--- config.mk ---
export PLATFORM = sky130hd
export DESIGN_NAME = gap_panel
export DESIGN_NICKNAME = d
export VERILOG_FILES = /design/src/rtl/gap_pkg.sv /design/src/rtl/gap_panel.sv
export VERILOG_INCLUDE_DIRS = /design/src /design/src/rtl
export SDC_FILE = /design/constraint.sdc
export NUM_CORES = 2
export LEC_CHECK = 0
export ABC_CLOCK_PERIOD_IN_PS = 10600
export BUFFER_PORTS_ARGS = -buffer_cell sky130_fd_sc_hd__buf_2
export CORE_MARGIN = 1
export CORE_UTILIZATION = 60
export DETAILED_ROUTE_END_ITERATION = 8
export PLACE_DENSITY_LB_ADDON = 0.08
export SYNTH_ARGS = -nofsm -noshare
export SYNTH_HDL_FRONTEND = slang
export SYNTH_SLANG_ARGS = --single-unit
--- constraint.sdc ---
create_clock -name clk -period 10.6 [get_ports clk]
set_clock_uncertainty 0.2 [all_clocks]
set_input_delay 1.06 -clock clk [delete_from_list [all_inputs] [get_ports clk]]
set_output_delay 1.06 -clock clk [all_outputs]
set_load 0.02 [all_outputs]
--- src/rtl/gap_map.svh ---
/*
  gas alarm panel: register offsets, field positions, timing counts.
  assumes a 250 MHz clock and a 32-bit classic wishbone register bus.
*/
`ifndef GAP_MAP_SVH
`define GAP_MAP_SVH
`define GAP_NCH            8
`define GAP_NBANK          8
`define GAP_CLK_HZ         250000000
`define GAP_IDLE_S         15
`define GAP_IDLE_CYC       (`GAP_IDLE_S * `GAP_CLK_HZ)
`define GAP_DEB_CYC        16
`define GAP_TICK_CYC       `GAP_CLK_HZ
`define GAP_STEP_PCT       5
`define GAP_FULL_PCT       100
`define GAP_PAGE_CYC       (3 * `GAP_CLK_HZ)
// register byte addresses = word index x4
`define GAP_REG_CTRL       8'h00
`define GAP_REG_STATUS     8'h04
`define GAP_REG_RELAY      8'h08
`define GAP_REG_TIME       8'h0c
`define GAP_REG_DATE       8'h10
`define GAP_REG_PAGE       8'h14
`define GAP_REG_SENSCNT    8'h18
`define GAP_REG_LOG        8'h1c
`define GAP_REG_BANKCFG    8'h20
`define GAP_REG_CHCFG      8'h40
`define GAP_REG_READING    8'h60
// ctrl fields
`define GAP_CTRL_INHIBIT   0
`define GAP_CTRL_TEST      1
`define GAP_CTRL_RESET     2
`define GAP_CTRL_ACK       3
`define GAP_CTRL_AUTOCFG   4
// bank cfg fields
`define GAP_BCFG_LATCH     0
`define GAP_BCFG_ENERG     1
`define GAP_BCFG_SILENCE   2
`endif

--- src/rtl/gap_pkg.sv ---
/*
  gas alarm panel types.
  assumes gap_map.svh for numbers.
*/
package gap_pkg;
  typedef enum logic [1:0] {
    GAP_MAIN  = 2'b00,
    GAP_MENU1 = 2'b01,
    GAP_MENU2 = 2'b11
  } gap_ui_t;
  typedef enum logic [1:0] {
    GAP_TEST_OFF  = 2'b00,
    GAP_TEST_UP   = 2'b01,
    GAP_TEST_DOWN = 2'b11
  } gap_test_t;
endpackage

--- src/rtl/gap_panel.sv ---
/*
  gas alarm panel: threshold compare, relay banks, panel switches, paging, clock.
  assumes raw switch pins asynchronous; readings from a poll engine on clk.
*/
`timescale 1ns/10ps
`include "gap_map.svh"
// Functional notes
// - menu switch enters menu, then steps back
// - menu active freezes readings and alarms
// - up/down move menu cursor
// - enter accepts selection in menu
// - reset releases latched relays once cleared
// - ack silences active silenceable relays
// - enter resets/acks only on main display
// - display holds or cycles alarm pages
// - arrows page manually; 15 s resumes cycling
// - four leds mirror level and fault outputs
// - no alarms: cycle sensor pages only
// - tag shows alarm, fault or link failure
// - three thresholds in 5% steps
// - ascending above, descending below trips
// - eight banks, three levels plus fault
// - latch/energize/silence set per bank
// - inhibit suppresses alarm relays
// - test ramps 5% up, down, exits
// - 24h time and date, user settable
// - log record on every poll on main display
// - remote button resets and acks too
// - count sensors at valid addresses
// - energized: contact held closed when idle
// - de-energized: contact open when idle
// - non-latching releases when cause clears
// - non-silenceable ignores acknowledge
module gap_panel
  import gap_pkg::*;
#(
  parameter int unsigned IDLE_CYC = `GAP_IDLE_CYC,
  parameter int unsigned TICK_CYC = `GAP_TICK_CYC,
  parameter int unsigned PAGE_CYC = `GAP_PAGE_CYC
)(
  input  wire logic        clk,
  input  wire logic        reset,
  input  wire logic [31:0] wb_adr_i,
  input  wire logic [31:0] wb_dat_i,
  output      logic [31:0] wb_dat_o,
  input  wire logic        wb_we_i,
  input  wire logic [3:0]  wb_sel_i,
  input  wire logic        wb_cyc_i,
  input  wire logic        wb_stb_i,
  output      logic        wb_ack_o,
  input  wire logic        sw_menu_escape_switch,
  input  wire logic        sw_up,
  input  wire logic        sw_down,
  input  wire logic        sw_enter,
  input  wire logic        remote_button,
  input  wire logic        poll_valid,
  input  wire logic [2:0]  poll_channel,
  input  wire logic [6:0]  poll_reading,
  input  wire logic        poll_fault,
  input  wire logic        poll_link_ok,
  input  wire logic [7:0]  poll_address,
  input  wire logic [6:0]  poll_twa,
  input  wire logic [6:0]  poll_peak,
  output      logic [31:0] relay_coil,
  output      logic [3:0]  led,
  output      logic [2:0]  page,
  output      logic [3:0]  menu_cursor,
  output      logic        log_valid,
  output      logic [63:0] log_record
);
  localparam int NCH = `GAP_NCH;
  localparam int NB  = `GAP_NBANK;

  // switch conditioning
  logic [4:0] sw_raw;
  logic [4:0] s1, s2, s3, sw_lvl, sw_ev;
  logic [4:0] deb_cnt [5];
  assign sw_raw = {remote_button, sw_enter, sw_down, sw_up, sw_menu_escape_switch};
  always_ff @(posedge clk)
  begin
    if (reset)
    begin
      s1 <= 5'h00;
      s2 <= 5'h00;
      s3 <= 5'h00;
    end
    else
    begin
      s1 <= sw_raw;
      s2 <= s1;
      s3 <= s2;
    end
  end
  genvar gi;
  generate
    for (gi = 0; gi < 5; gi++)
    begin : g_deb
      // level moves only after stable agreement; edge on release side ignored
      always_ff @(posedge clk)
      begin
        if (reset)
        begin
          deb_cnt[gi] <= 5'h00;
          sw_lvl[gi]  <= 1'b0;
          sw_ev[gi]   <= 1'b0;
        end
        else
        begin
          sw_ev[gi] <= 1'b0;
          if (s2[gi] != s3[gi] || s3[gi] == sw_lvl[gi])
            deb_cnt[gi] <= 5'h00;
          else if (deb_cnt[gi] == 5'(`GAP_DEB_CYC))
          begin
            sw_lvl[gi]  <= s3[gi];
            sw_ev[gi]   <= s3[gi];
            deb_cnt[gi] <= 5'h00;
          end
          else
            deb_cnt[gi] <= deb_cnt[gi] + 5'h01;
        end
      end
    end
  endgenerate
  logic ev_menu, ev_up, ev_down, ev_enter, ev_remote;
  assign {ev_remote, ev_enter, ev_down, ev_up, ev_menu} = sw_ev;

  // software registers
  logic [4:0]  ctrl;
  logic [2:0]  bank_cfg [NB];
  logic [31:0] ch_cfg   [NCH];
  logic [6:0]  reading  [NCH];
  logic [NCH-1:0] ch_fault, ch_link_err;
  logic [7:0]  sens_cnt;
  gap_ui_t     ui;
  gap_test_t   test_st;
  logic [6:0]  test_lvl;
  logic [4:0]  hh;
  logic [5:0]  mm6, ss6;
  logic [3:0]  mon;
  logic [4:0]  day;
  logic [6:0]  yr;
  logic        wb_hit, wb_wr;
  logic [7:0]  wa;
  logic        do_reset, do_ack;
  assign wb_hit = wb_cyc_i & wb_stb_i & ~wb_ack_o;
  // writes land on the edge where the master samples ack high
  assign wb_wr  = wb_cyc_i & wb_stb_i & wb_ack_o & wb_we_i & (&wb_sel_i);
  assign wa     = wb_adr_i[7:0];

  // enter acts as reset/ack only on main display
  assign do_reset = (ui == GAP_MAIN & ev_enter) | ev_remote
                  | (wb_wr & wa == `GAP_REG_CTRL & wb_dat_i[`GAP_CTRL_RESET]);
  assign do_ack   = do_reset
                  | (wb_wr & wa == `GAP_REG_CTRL & wb_dat_i[`GAP_CTRL_ACK]);

  always_ff @(posedge clk)
  begin
    if (reset)
      wb_ack_o <= 1'b0;
    else
      wb_ack_o <= wb_hit;
  end

  always_ff @(posedge clk)
  begin
    if (reset)
    begin
      ctrl <= 5'h00;
      for (int i = 0; i < NB; i++)
        bank_cfg[i] <= 3'h0;
      for (int i = 0; i < NCH; i++)
        ch_cfg[i] <= 32'h00000000;
    end
    else
    begin
      if (test_st == GAP_TEST_DOWN && test_lvl == 7'h00)
        ctrl[`GAP_CTRL_TEST] <= 1'b0;
      if (wb_wr && wa == `GAP_REG_CTRL)
        ctrl <= {wb_dat_i[4], 2'b00, wb_dat_i[1:0]};
      if (wb_wr && wa[7:5] == 3'h1)
        bank_cfg[wa[4:2]] <= wb_dat_i[2:0];
      // thresholds kept as 5% step counts, 0..31
      if (wb_wr && wa[7:5] == 3'h2)
        ch_cfg[wa[4:2]] <= {wb_dat_i[31:30], wb_dat_i[29:0]};
    end
  end

  always_ff @(posedge clk)
  begin
    if (reset)
    begin
      ui          <= GAP_MAIN;
      menu_cursor <= 4'h0;
    end
    else
    case (ui)
      GAP_MAIN:
        if (ev_menu)
          ui <= GAP_MENU1;
      GAP_MENU1:
        if (ev_menu)
          ui <= GAP_MAIN;
        else if (ev_enter)
          ui <= GAP_MENU2;
        else if (ev_up)
          menu_cursor <= menu_cursor - 4'h1;
        else if (ev_down)
          menu_cursor <= menu_cursor + 4'h1;
      GAP_MENU2:
        if (ev_menu || ev_enter)
          ui <= GAP_MENU1;
      default:
        ui <= GAP_MAIN;
    endcase
  end

  // polled readings, frozen while in menu
  always_ff @(posedge clk)
  begin
    if (reset)
    begin
      for (int i = 0; i < NCH; i++)
        reading[i] <= 7'h00;
      ch_fault    <= '0;
      ch_link_err <= '0;
      sens_cnt    <= 8'h00;
      log_valid   <= 1'b0;
      log_record  <= 64'h0;
    end
    else
    begin
      log_valid <= 1'b0;
      if (ctrl[`GAP_CTRL_AUTOCFG] && wb_wr && wa == `GAP_REG_CTRL)
        sens_cnt <= 8'h00;
      if (poll_valid && ui == GAP_MAIN)
      begin
        reading[poll_channel]     <= poll_reading;
        ch_fault[poll_channel]    <= poll_fault;
        ch_link_err[poll_channel] <= ~poll_link_ok;
        if (ctrl[`GAP_CTRL_AUTOCFG] && poll_link_ok && poll_address != 8'h00
            && !poll_address[7])
          sens_cnt <= sens_cnt + 8'h01;
        log_valid  <= 1'b1;
        log_record <= {5'h00, yr, mon, day, hh, mm6, ss6, 5'(poll_channel),
                       poll_twa, poll_peak, 7'h0};
      end
    end
  end

  // test ramp, one 5% step per second
  logic [27:0] tick_cnt;
  logic        tick;
  assign tick = tick_cnt == 28'(TICK_CYC - 1);
  always_ff @(posedge clk)
  begin
    if (reset || tick)
      tick_cnt <= 28'h0;
    else
      tick_cnt <= tick_cnt + 28'h1;
  end
  always_ff @(posedge clk)
  begin
    if (reset || !ctrl[`GAP_CTRL_TEST])
    begin
      test_st  <= GAP_TEST_OFF;
      test_lvl <= 7'h00;
    end
    else if (tick)
    case (test_st)
      GAP_TEST_OFF:
        test_st <= GAP_TEST_UP;
      GAP_TEST_UP:
        if (test_lvl >= 7'(`GAP_FULL_PCT))
          test_st <= GAP_TEST_DOWN;
        else
          test_lvl <= test_lvl + 7'(`GAP_STEP_PCT);
      GAP_TEST_DOWN:
        if (test_lvl != 7'h00)
          test_lvl <= test_lvl - 7'(`GAP_STEP_PCT);
      default:
        test_st <= GAP_TEST_OFF;
    endcase
  end

  // per-channel trip, per-bank relays
  logic [2:0] ch_trip [NCH];
  logic [3:0] bank_cause [NB];
  logic [3:0] bank_act   [NB];
  logic [3:0] bank_sil   [NB];
  logic [3:0] out_mask;
  // fault relay stays live under inhibit; latched levels are masked too
  assign out_mask = {1'b1, {3{~ctrl[`GAP_CTRL_INHIBIT]}}};
  generate
    for (gi = 0; gi < NCH; gi++)
    begin : g_ch
      logic [6:0] val;
      assign val = ctrl[`GAP_CTRL_TEST] ? test_lvl : reading[gi];
      for (genvar l = 0; l < 3; l++)
      begin : g_lvl
        logic [6:0] thr;
        assign thr = 7'(ch_cfg[gi][l*5 +: 5] * `GAP_STEP_PCT);
        assign ch_trip[gi][l] = ch_cfg[gi][15+l] ? (val > thr) : (val < thr);
      end
    end
  endgenerate
  always_comb
  begin
    for (int b = 0; b < NB; b++)
      bank_cause[b] = 4'h0;
    for (int c = 0; c < NCH; c++)
    begin
      bank_cause[ch_cfg[c][22:20]][2:0] = bank_cause[ch_cfg[c][22:20]][2:0]
        | (ctrl[`GAP_CTRL_INHIBIT] ? 3'h0 : ch_trip[c]);
      bank_cause[ch_cfg[c][22:20]][3] = bank_cause[ch_cfg[c][22:20]][3]
        | ch_fault[c] | ch_link_err[c];
    end
  end
  generate
    for (gi = 0; gi < NB; gi++)
    begin : g_bank
      always_ff @(posedge clk)
      begin
        if (reset)
        begin
          bank_act[gi] <= 4'h0;
          bank_sil[gi] <= 4'h0;
        end
        else if (ui == GAP_MAIN)
        begin
          for (int k = 0; k < 4; k++)
          begin
            if (bank_cause[gi][k])
              bank_act[gi][k] <= 1'b1;
            else if (!bank_cfg[gi][`GAP_BCFG_LATCH] || do_reset)
              bank_act[gi][k] <= 1'b0;
            if (!bank_cause[gi][k] && !bank_act[gi][k])
              bank_sil[gi][k] <= 1'b0;
            else if (do_ack && bank_cfg[gi][`GAP_BCFG_SILENCE])
              bank_sil[gi][k] <= 1'b1;
          end
        end
      end
      always_ff @(posedge clk)
      begin
        if (reset)
          relay_coil[gi*4 +: 4] <= 4'h0;
        else
          relay_coil[gi*4 +: 4] <= (bank_act[gi] & ~bank_sil[gi] & out_mask)
                                  ^ {4{bank_cfg[gi][`GAP_BCFG_ENERG]}};
      end
    end
  endgenerate
  // or over all banks, then mask like the coils
  logic [3:0] led_any;
  always_comb
  begin
    led_any = 4'h0;
    for (int b = 0; b < NB; b++)
      led_any = led_any | (bank_act[b] & ~bank_sil[b]);
  end
  always_ff @(posedge clk)
  begin
    if (reset)
      led <= 4'h0;
    else
      led <= led_any & out_mask;
  end

  logic [31:0] idle_cnt, page_cnt;
  logic [NCH-1:0] page_hot;
  logic           any_hot;
  logic [2:0]     next_page;
  generate
    for (gi = 0; gi < NCH; gi++)
    begin : g_hot
      assign page_hot[gi] = |ch_trip[gi] | ch_fault[gi] | ch_link_err[gi];
    end
  endgenerate
  assign any_hot = |page_hot;
  always_comb
  begin
    next_page = page + 3'h1;
    for (int k = NCH - 1; k >= 1; k--)
      if (page_hot[3'(page + 3'(k))])
        next_page = 3'(page + 3'(k));
    if (!any_hot)
      next_page = page + 3'h1;
    else if (!page_hot[next_page])
      next_page = page; // single alarm holds
  end
  always_ff @(posedge clk)
  begin
    if (reset)
    begin
      page     <= 3'h0;
      idle_cnt <= 32'h0;
      page_cnt <= 32'h0;
    end
    else if (ui == GAP_MAIN && (ev_up || ev_down))
    begin
      page     <= ev_up ? page + 3'h1 : page - 3'h1;
      idle_cnt <= 32'(IDLE_CYC);
      page_cnt <= 32'h0;
    end
    else if (idle_cnt != 32'h0)
      idle_cnt <= idle_cnt - 32'h1;
    else if (page_cnt >= 32'(PAGE_CYC - 1) || (any_hot && !page_hot[page]))
    begin
      page_cnt <= 32'h0;
      page     <= next_page;
    end
    else
      page_cnt <= page_cnt + 32'h1;
  end

  always_ff @(posedge clk)
  begin
    if (reset)
    begin
      hh <= 5'h00;
      mm6 <= 6'h00;
      ss6 <= 6'h00;
      mon <= 4'h1;
      day <= 5'h01;
      yr <= 7'h00;
    end
    else if (wb_wr && wa == `GAP_REG_TIME)
    begin
      hh  <= wb_dat_i[20:16];
      mm6 <= wb_dat_i[13:8];
      ss6 <= wb_dat_i[5:0];
    end
    else if (wb_wr && wa == `GAP_REG_DATE)
    begin
      mon <= wb_dat_i[19:16];
      day <= wb_dat_i[12:8];
      yr  <= wb_dat_i[6:0];
    end
    else if (tick)
    begin
      ss6 <= (ss6 == 6'h3b) ? 6'h00 : ss6 + 6'h01;
      if (ss6 == 6'h3b)
        mm6 <= (mm6 == 6'h3b) ? 6'h00 : mm6 + 6'h01;
      if (ss6 == 6'h3b && mm6 == 6'h3b)
      begin
        hh <= (hh == 5'h17) ? 5'h00 : hh + 5'h01;
        if (hh == 5'h17)
        begin
          day <= (day == 5'h1f) ? 5'h01 : day + 5'h01;
          if (day == 5'h1f)
            mon <= (mon == 4'hc) ? 4'h1 : mon + 4'h1;
          if (day == 5'h1f && mon == 4'hc)
            yr <= (yr == 7'h63) ? 7'h00 : yr + 7'h01;
        end
      end
    end
  end

  // read mux; tag field per channel: 0 user, 1..3 alarm level, 4 fault, 5 link failure
  logic [2:0] tag [NCH];
  always_comb
  begin
    for (int c = 0; c < NCH; c++)
      tag[c] = ch_link_err[c] ? 3'h5 : ch_fault[c] ? 3'h4 : ch_trip[c][2] ? 3'h3
             : ch_trip[c][1] ? 3'h2 : ch_trip[c][0] ? 3'h1 : 3'h0;
  end
  always_ff @(posedge clk)
  begin
    if (reset)
      wb_dat_o <= 32'h0;
    else if (wb_hit)
    begin
      wb_dat_o <= 32'h0;
      case (wa)
        `GAP_REG_CTRL:    wb_dat_o <= {27'h0, ctrl};
        `GAP_REG_STATUS:  wb_dat_o <= {20'h0, ui, test_st, 4'h0, led};
        `GAP_REG_RELAY:   wb_dat_o <= relay_coil;
        `GAP_REG_TIME:    wb_dat_o <= {11'h0, hh, 2'h0, mm6, 2'h0, ss6};
        `GAP_REG_DATE:    wb_dat_o <= {12'h0, mon, 3'h0, day, 1'h0, yr};
        `GAP_REG_PAGE:    wb_dat_o <= {24'h0, tag[page], 2'h0, page};
        `GAP_REG_SENSCNT: wb_dat_o <= {24'h0, sens_cnt};
        default:
          if (wa[7:5] == 3'h1)
            wb_dat_o <= {29'h0, bank_cfg[wa[4:2]]};
          else if (wa[7:5] == 3'h2)
            wb_dat_o <= ch_cfg[wa[4:2]];
          else if (wa[7:5] == 3'h3)
            wb_dat_o <= {22'h0, tag[wa[4:2]], reading[wa[4:2]]};
      endcase
    end
  end

  // frozen bank state in menu
  menu_freeze_a: assert property (@(posedge clk) disable iff (reset)
    ui != GAP_MAIN && $past(ui) != GAP_MAIN |-> $stable(bank_act[0]))
    else $error("bank state changed in menu");
  inhibit_relay_a: assert property (@(posedge clk) disable iff (reset)
    ctrl[`GAP_CTRL_INHIBIT] |=> (relay_coil[2:0] ^ {3{$past(bank_cfg[0][`GAP_BCFG_ENERG])}}) == 3'h0)
    else $error("inhibit did not suppress alarms");
  enter_main_a: assert property (@(posedge clk) disable iff (reset)
    ev_enter && ui != GAP_MAIN && !ev_remote && !wb_wr |-> !do_reset)
    else $error("enter reset in menu");
  nonlatch_rel_a: assert property (@(posedge clk) disable iff (reset)
    ui == GAP_MAIN && !bank_cfg[0][0] && !bank_cause[0][0] |=> !bank_act[0][0])
    else $error("non-latching relay held");
  nonsil_ack_a: assert property (@(posedge clk) disable iff (reset)
    !bank_cfg[0][2] |=> !bank_sil[0][0])
    else $error("non-silenceable relay silenced");
  led_mirror_a: assert property (@(posedge clk) disable iff (reset)
    relay_coil[3] != $past(bank_cfg[0][`GAP_BCFG_ENERG]) |-> led[3])
    else $error("led mismatch");
  test_exit_a: assert property (@(posedge clk) disable iff (reset)
    test_st == GAP_TEST_DOWN && test_lvl == 7'h00 |=> !ctrl[`GAP_CTRL_TEST])
    else $error("test mode did not exit");
  swipe_once_a: assert property (@(posedge clk) disable iff (reset)
    sw_ev[1] |=> !sw_ev[1] [*2])
    else $error("switch event repeated");
endmodule

==> results by group <==
Clock network
  – CTS max path bufs: 3
  – CTS Buf Count: 82
  – CTS Sinks: 740
  – Clk slew on worst S/H paths: 0.06 ns
  – CTS tree: yes
  – Clk_lat worst skew: 0.68 ns
  – CTS HTree Levels: 3
  – Post-cts sizing count: 0
  – Root Driver: clkbuf_16
  – Setup Buffers After CTS: 0
  – Hold-fix buffers, CTS: 0

Yosys
  – Compound-gate portion of the synthesized area: 0.149
  – YS warnings: 0
  – Synthesized flop and latch total: between 700 and 800
  – Main combinational cell family by area after synthesis: simple AND/OR/NAND/NOR gates
  – Synth top cells by count: nor2_1 (549), nand2_1 (487), edfxtp_1 (425)
  – Register area share after synthesis: 0.393
  – Syn avg cell area: 9.25 sq um
  – Leading area contributor after synthesis: edfxtp_1
  – Top FF cell, synth: edfxtp_1
  – Area contributors post-synth: edfxtp_1 (26%), dfxtp_1 (13%), ha_1 (9.0%)
  – Netlist cell types: 109
  – Post-synthesis instance total: 5,242
  – Synth Area in Adders: 0.100
  – Post-Synth XOR/XNOR Area: 0.0369
  – Simple logic cell fraction of the synthesized area: 0.211
  – Top-area cell type share of the netlist area: 0.263
  – Ys async rst share: 0
  – Multiplexer share of the synthesized area: 0.0629
  – Most frequent cell after synthesis: nor2_1
  – Syn Std Cell Area: 48,500 sq um
  – Number of synthesized flops with an enable pin: 425

Detailed routing
  – Via count: 43,000
  – Pre-antenna DRT Iters: 7
  – Via density: 6.59
  – Initial DRC Count: 5,304
  – Post-Route WL: 173,000 microns
  – Routed Antenna Nets: 0
  – Per-cell routed wire length: 26.5 microns
  – DRC: 0

Timing
  – Worst-margin pin slew: between 1 and 1.5 ns
  – Final Hold Viols: 0
  – Final slew viol count: 0
  – Fmax achieved: 115 MHz
  – Unrepaired setup endpoints after global routing: false
  – Clock period minus worst slack: 8.72 ns
  – Min Hold Slack: 0.238 ns
  – Final-report setup violation count: 0
  – Setup_tns: 0 ns
  – Slew HR: 0.105
  – Final worst path period share: 0.823

Critical path
  – Kind of critical path: flip-flop to flip-flop
  – Critical-path cell list: clkinv_1, nor2_1, a21oi_1, ha_1, nor2b_1, o21ai_0, a21oi_1, nor3_1, a311oi_1, o22ai_2, o31ai_1, o22ai_1, nor3_2, nor2_1, or3_1, a311oi_1, a41o_1, nor2_1, and4b_1, a31oi_1, nor2_1, mux2i_1
  – Setup crit end kind: flip-flop
  – Slowest CP cell: a311oi_1
  – Crit-path max FO: 23
  – Critical Path Most Common Cell: nor2_1
  – Slowest stage delay, CP: 0.95 ns
  – Required time worst endpoint: around 11 ns
  – CP arrival: ~8.9 ns
  – Setup crit start kind: flip-flop

Layout
  – Final nets: 5,884
  – Final Non-Filler Cells: 6,522
  – P&R area growth vs syn: 10.4%
  – Share of layout cells above drive strength 1: 0.117

Power and ir drop
  – Sw Ratio: 0.312
  – Clock share of power: 0.374
  – Combinational power share: 0.199
  – Max rail drop VDD: about 0.14 mV
  – Design Power: 7.88 mW
  – Sw Pwr: 2.46 mW
  – Pint: 5.43 mW
  – Seq pwr share: 0.427
  – Lkg Pwr: 21.8 nW
  – PwrDens: 147 nW/um^2

Die
  – Initial Util: 0.610
  – Die width: 286 microns
  – Row cnt: 103
  – I/O pins: 254
  – Core area: 79,500 sq um
  – Die area: 81,900 sq um
  – Chip Height: ~290 microns

Global routing
  – Met1 Use GR: 0.554
  – GR Overflow Total: 0
  – Largest net degree at the start of global routing: 88
  – First-pass GRT wire length: approximately 250,000 microns
  – Vias in the first global route: 40,500
  – Gr usage total: 0.417
  – Met3 usage: 0.0890
  – Top Usage Layer GRT: met2
  – Initial antenna violation count: 19
  – Routing usage on met2: 0.637

Flow run
  – Max-Cap Viols: 0

Status
  – Status: finished, final reports clean

Place
  – Number of I/O port buffers: 215
  – GP Congestion: 1.04
  – DP HPWL: 129,000 microns
  – Placed cell count: 6,364

Hold path
  – Hold Path Class: flip-flop to flip-flop
==> layer usage <==
metal  vias to the layer above  routed length (microns)
met5                         -                       42
met4                         8                    10800
met3                       517                    21500
met2                      2775                    75000
met1                     20500                    65600
li1                      19200                        -
==> layout make-up <==
type,count,area [sq um]
Fill cell,6389,26000
Multi-Input combinational cell,3954,27300
Timing Repair Buffer,301,1740
Clock inverter,38,422
Inverter,319,1200
Tap cell,1050,1310
Sequential cell,740,19100
Antenna cell,4,10.0
Clock buffer,116,2400
==> per-stage QoR <==
stage                     area, sq um   util  worst slack [ns]
after floorplan                 48600      -              4.16
after global placement          50700  0.637              2.45
after detailed placement        50700  0.637              2.35
after CTS                       53500  0.673              2.26
after global routing            53500  0.673              1.54
final                           53500  0.673              1.88
==> critical path: cells and delay by family, from the launching register on <==
kind                       cells  cell delay, ns
muxes                          1            0.27
buffers and inverters          1            0.54
and+or+nand+nor                9            2.28
adders and majority gates      1            0.26
DFF                            1            0.89
AOI/OAI and AO/OA             10            3.97
==> power groups by stage <==
stage	Clock [mW]	Sequential, mW	Combinational [mW]
global placement	0	3.41	1.49
floorplan	0	3.39	0.985
CTS	2.96	3.36	1.53
finish	2.95	3.36	1.57
global route	3.06	3.38	1.68
detailed placement	0	3.41	1.51
==> path summary, 6_finish.rpt <==
check                        end  cells after the start  slack (ns)  startpoint
setup / recovery  bank_sil[0][9]                     22        1.88     ctrl[1]
hold / removal             s2[0]                      1        0.24       s1[0]
setup reg to reg  bank_sil[0][9]                     22        1.88     ctrl[1]
hold reg to reg            s2[0]                      1        0.24       s1[0]
==> state kept, by name (all words and copies together) (netlist names), 8 cells and up <==
| register | flops |
|---|---|
| relay_coil | 32 |
| tick_cnt | 28 |
| ch_cfg | 256 |
| wb_dat_o | 32 |
| ch_link_err | 8 |
| reading | 56 |
| bank_sil | 32 |
| bank_act | 32 |
| idle_cnt | 32 |
| log_record | 50 |
| bank_cfg | 24 |
| page_cnt | 32 |
| ch_fault | 8 |
| deb_cnt | 25 |
| sens_cnt | 8 |
==> cell families after synthesis <==
group | count (synthesis)
simple gates | 2062
compound gates | 1102
flops | 740
buf+inv | 585
fa+ha+maj | 373
xor+xnor | 204
mux | 174
other cells | 2
==> layout by cell type (no fill, tap or decap), types with 112 or more instances in the layout <==
master    netlist  routed
dfxtp_1       315     314
a21oi_1       334     334
nand3_1       135     135
nand2_1       487     486
and2_1        344     343
edfxtp_1      425     425
buf_2          14     212
inv_1         312     312
ha_1          347     347
nor3_1        132     129
o21ai_0       229     229
nor2_1        549     543
xor2_1        112     112
(Power assumes the default switching activity.)
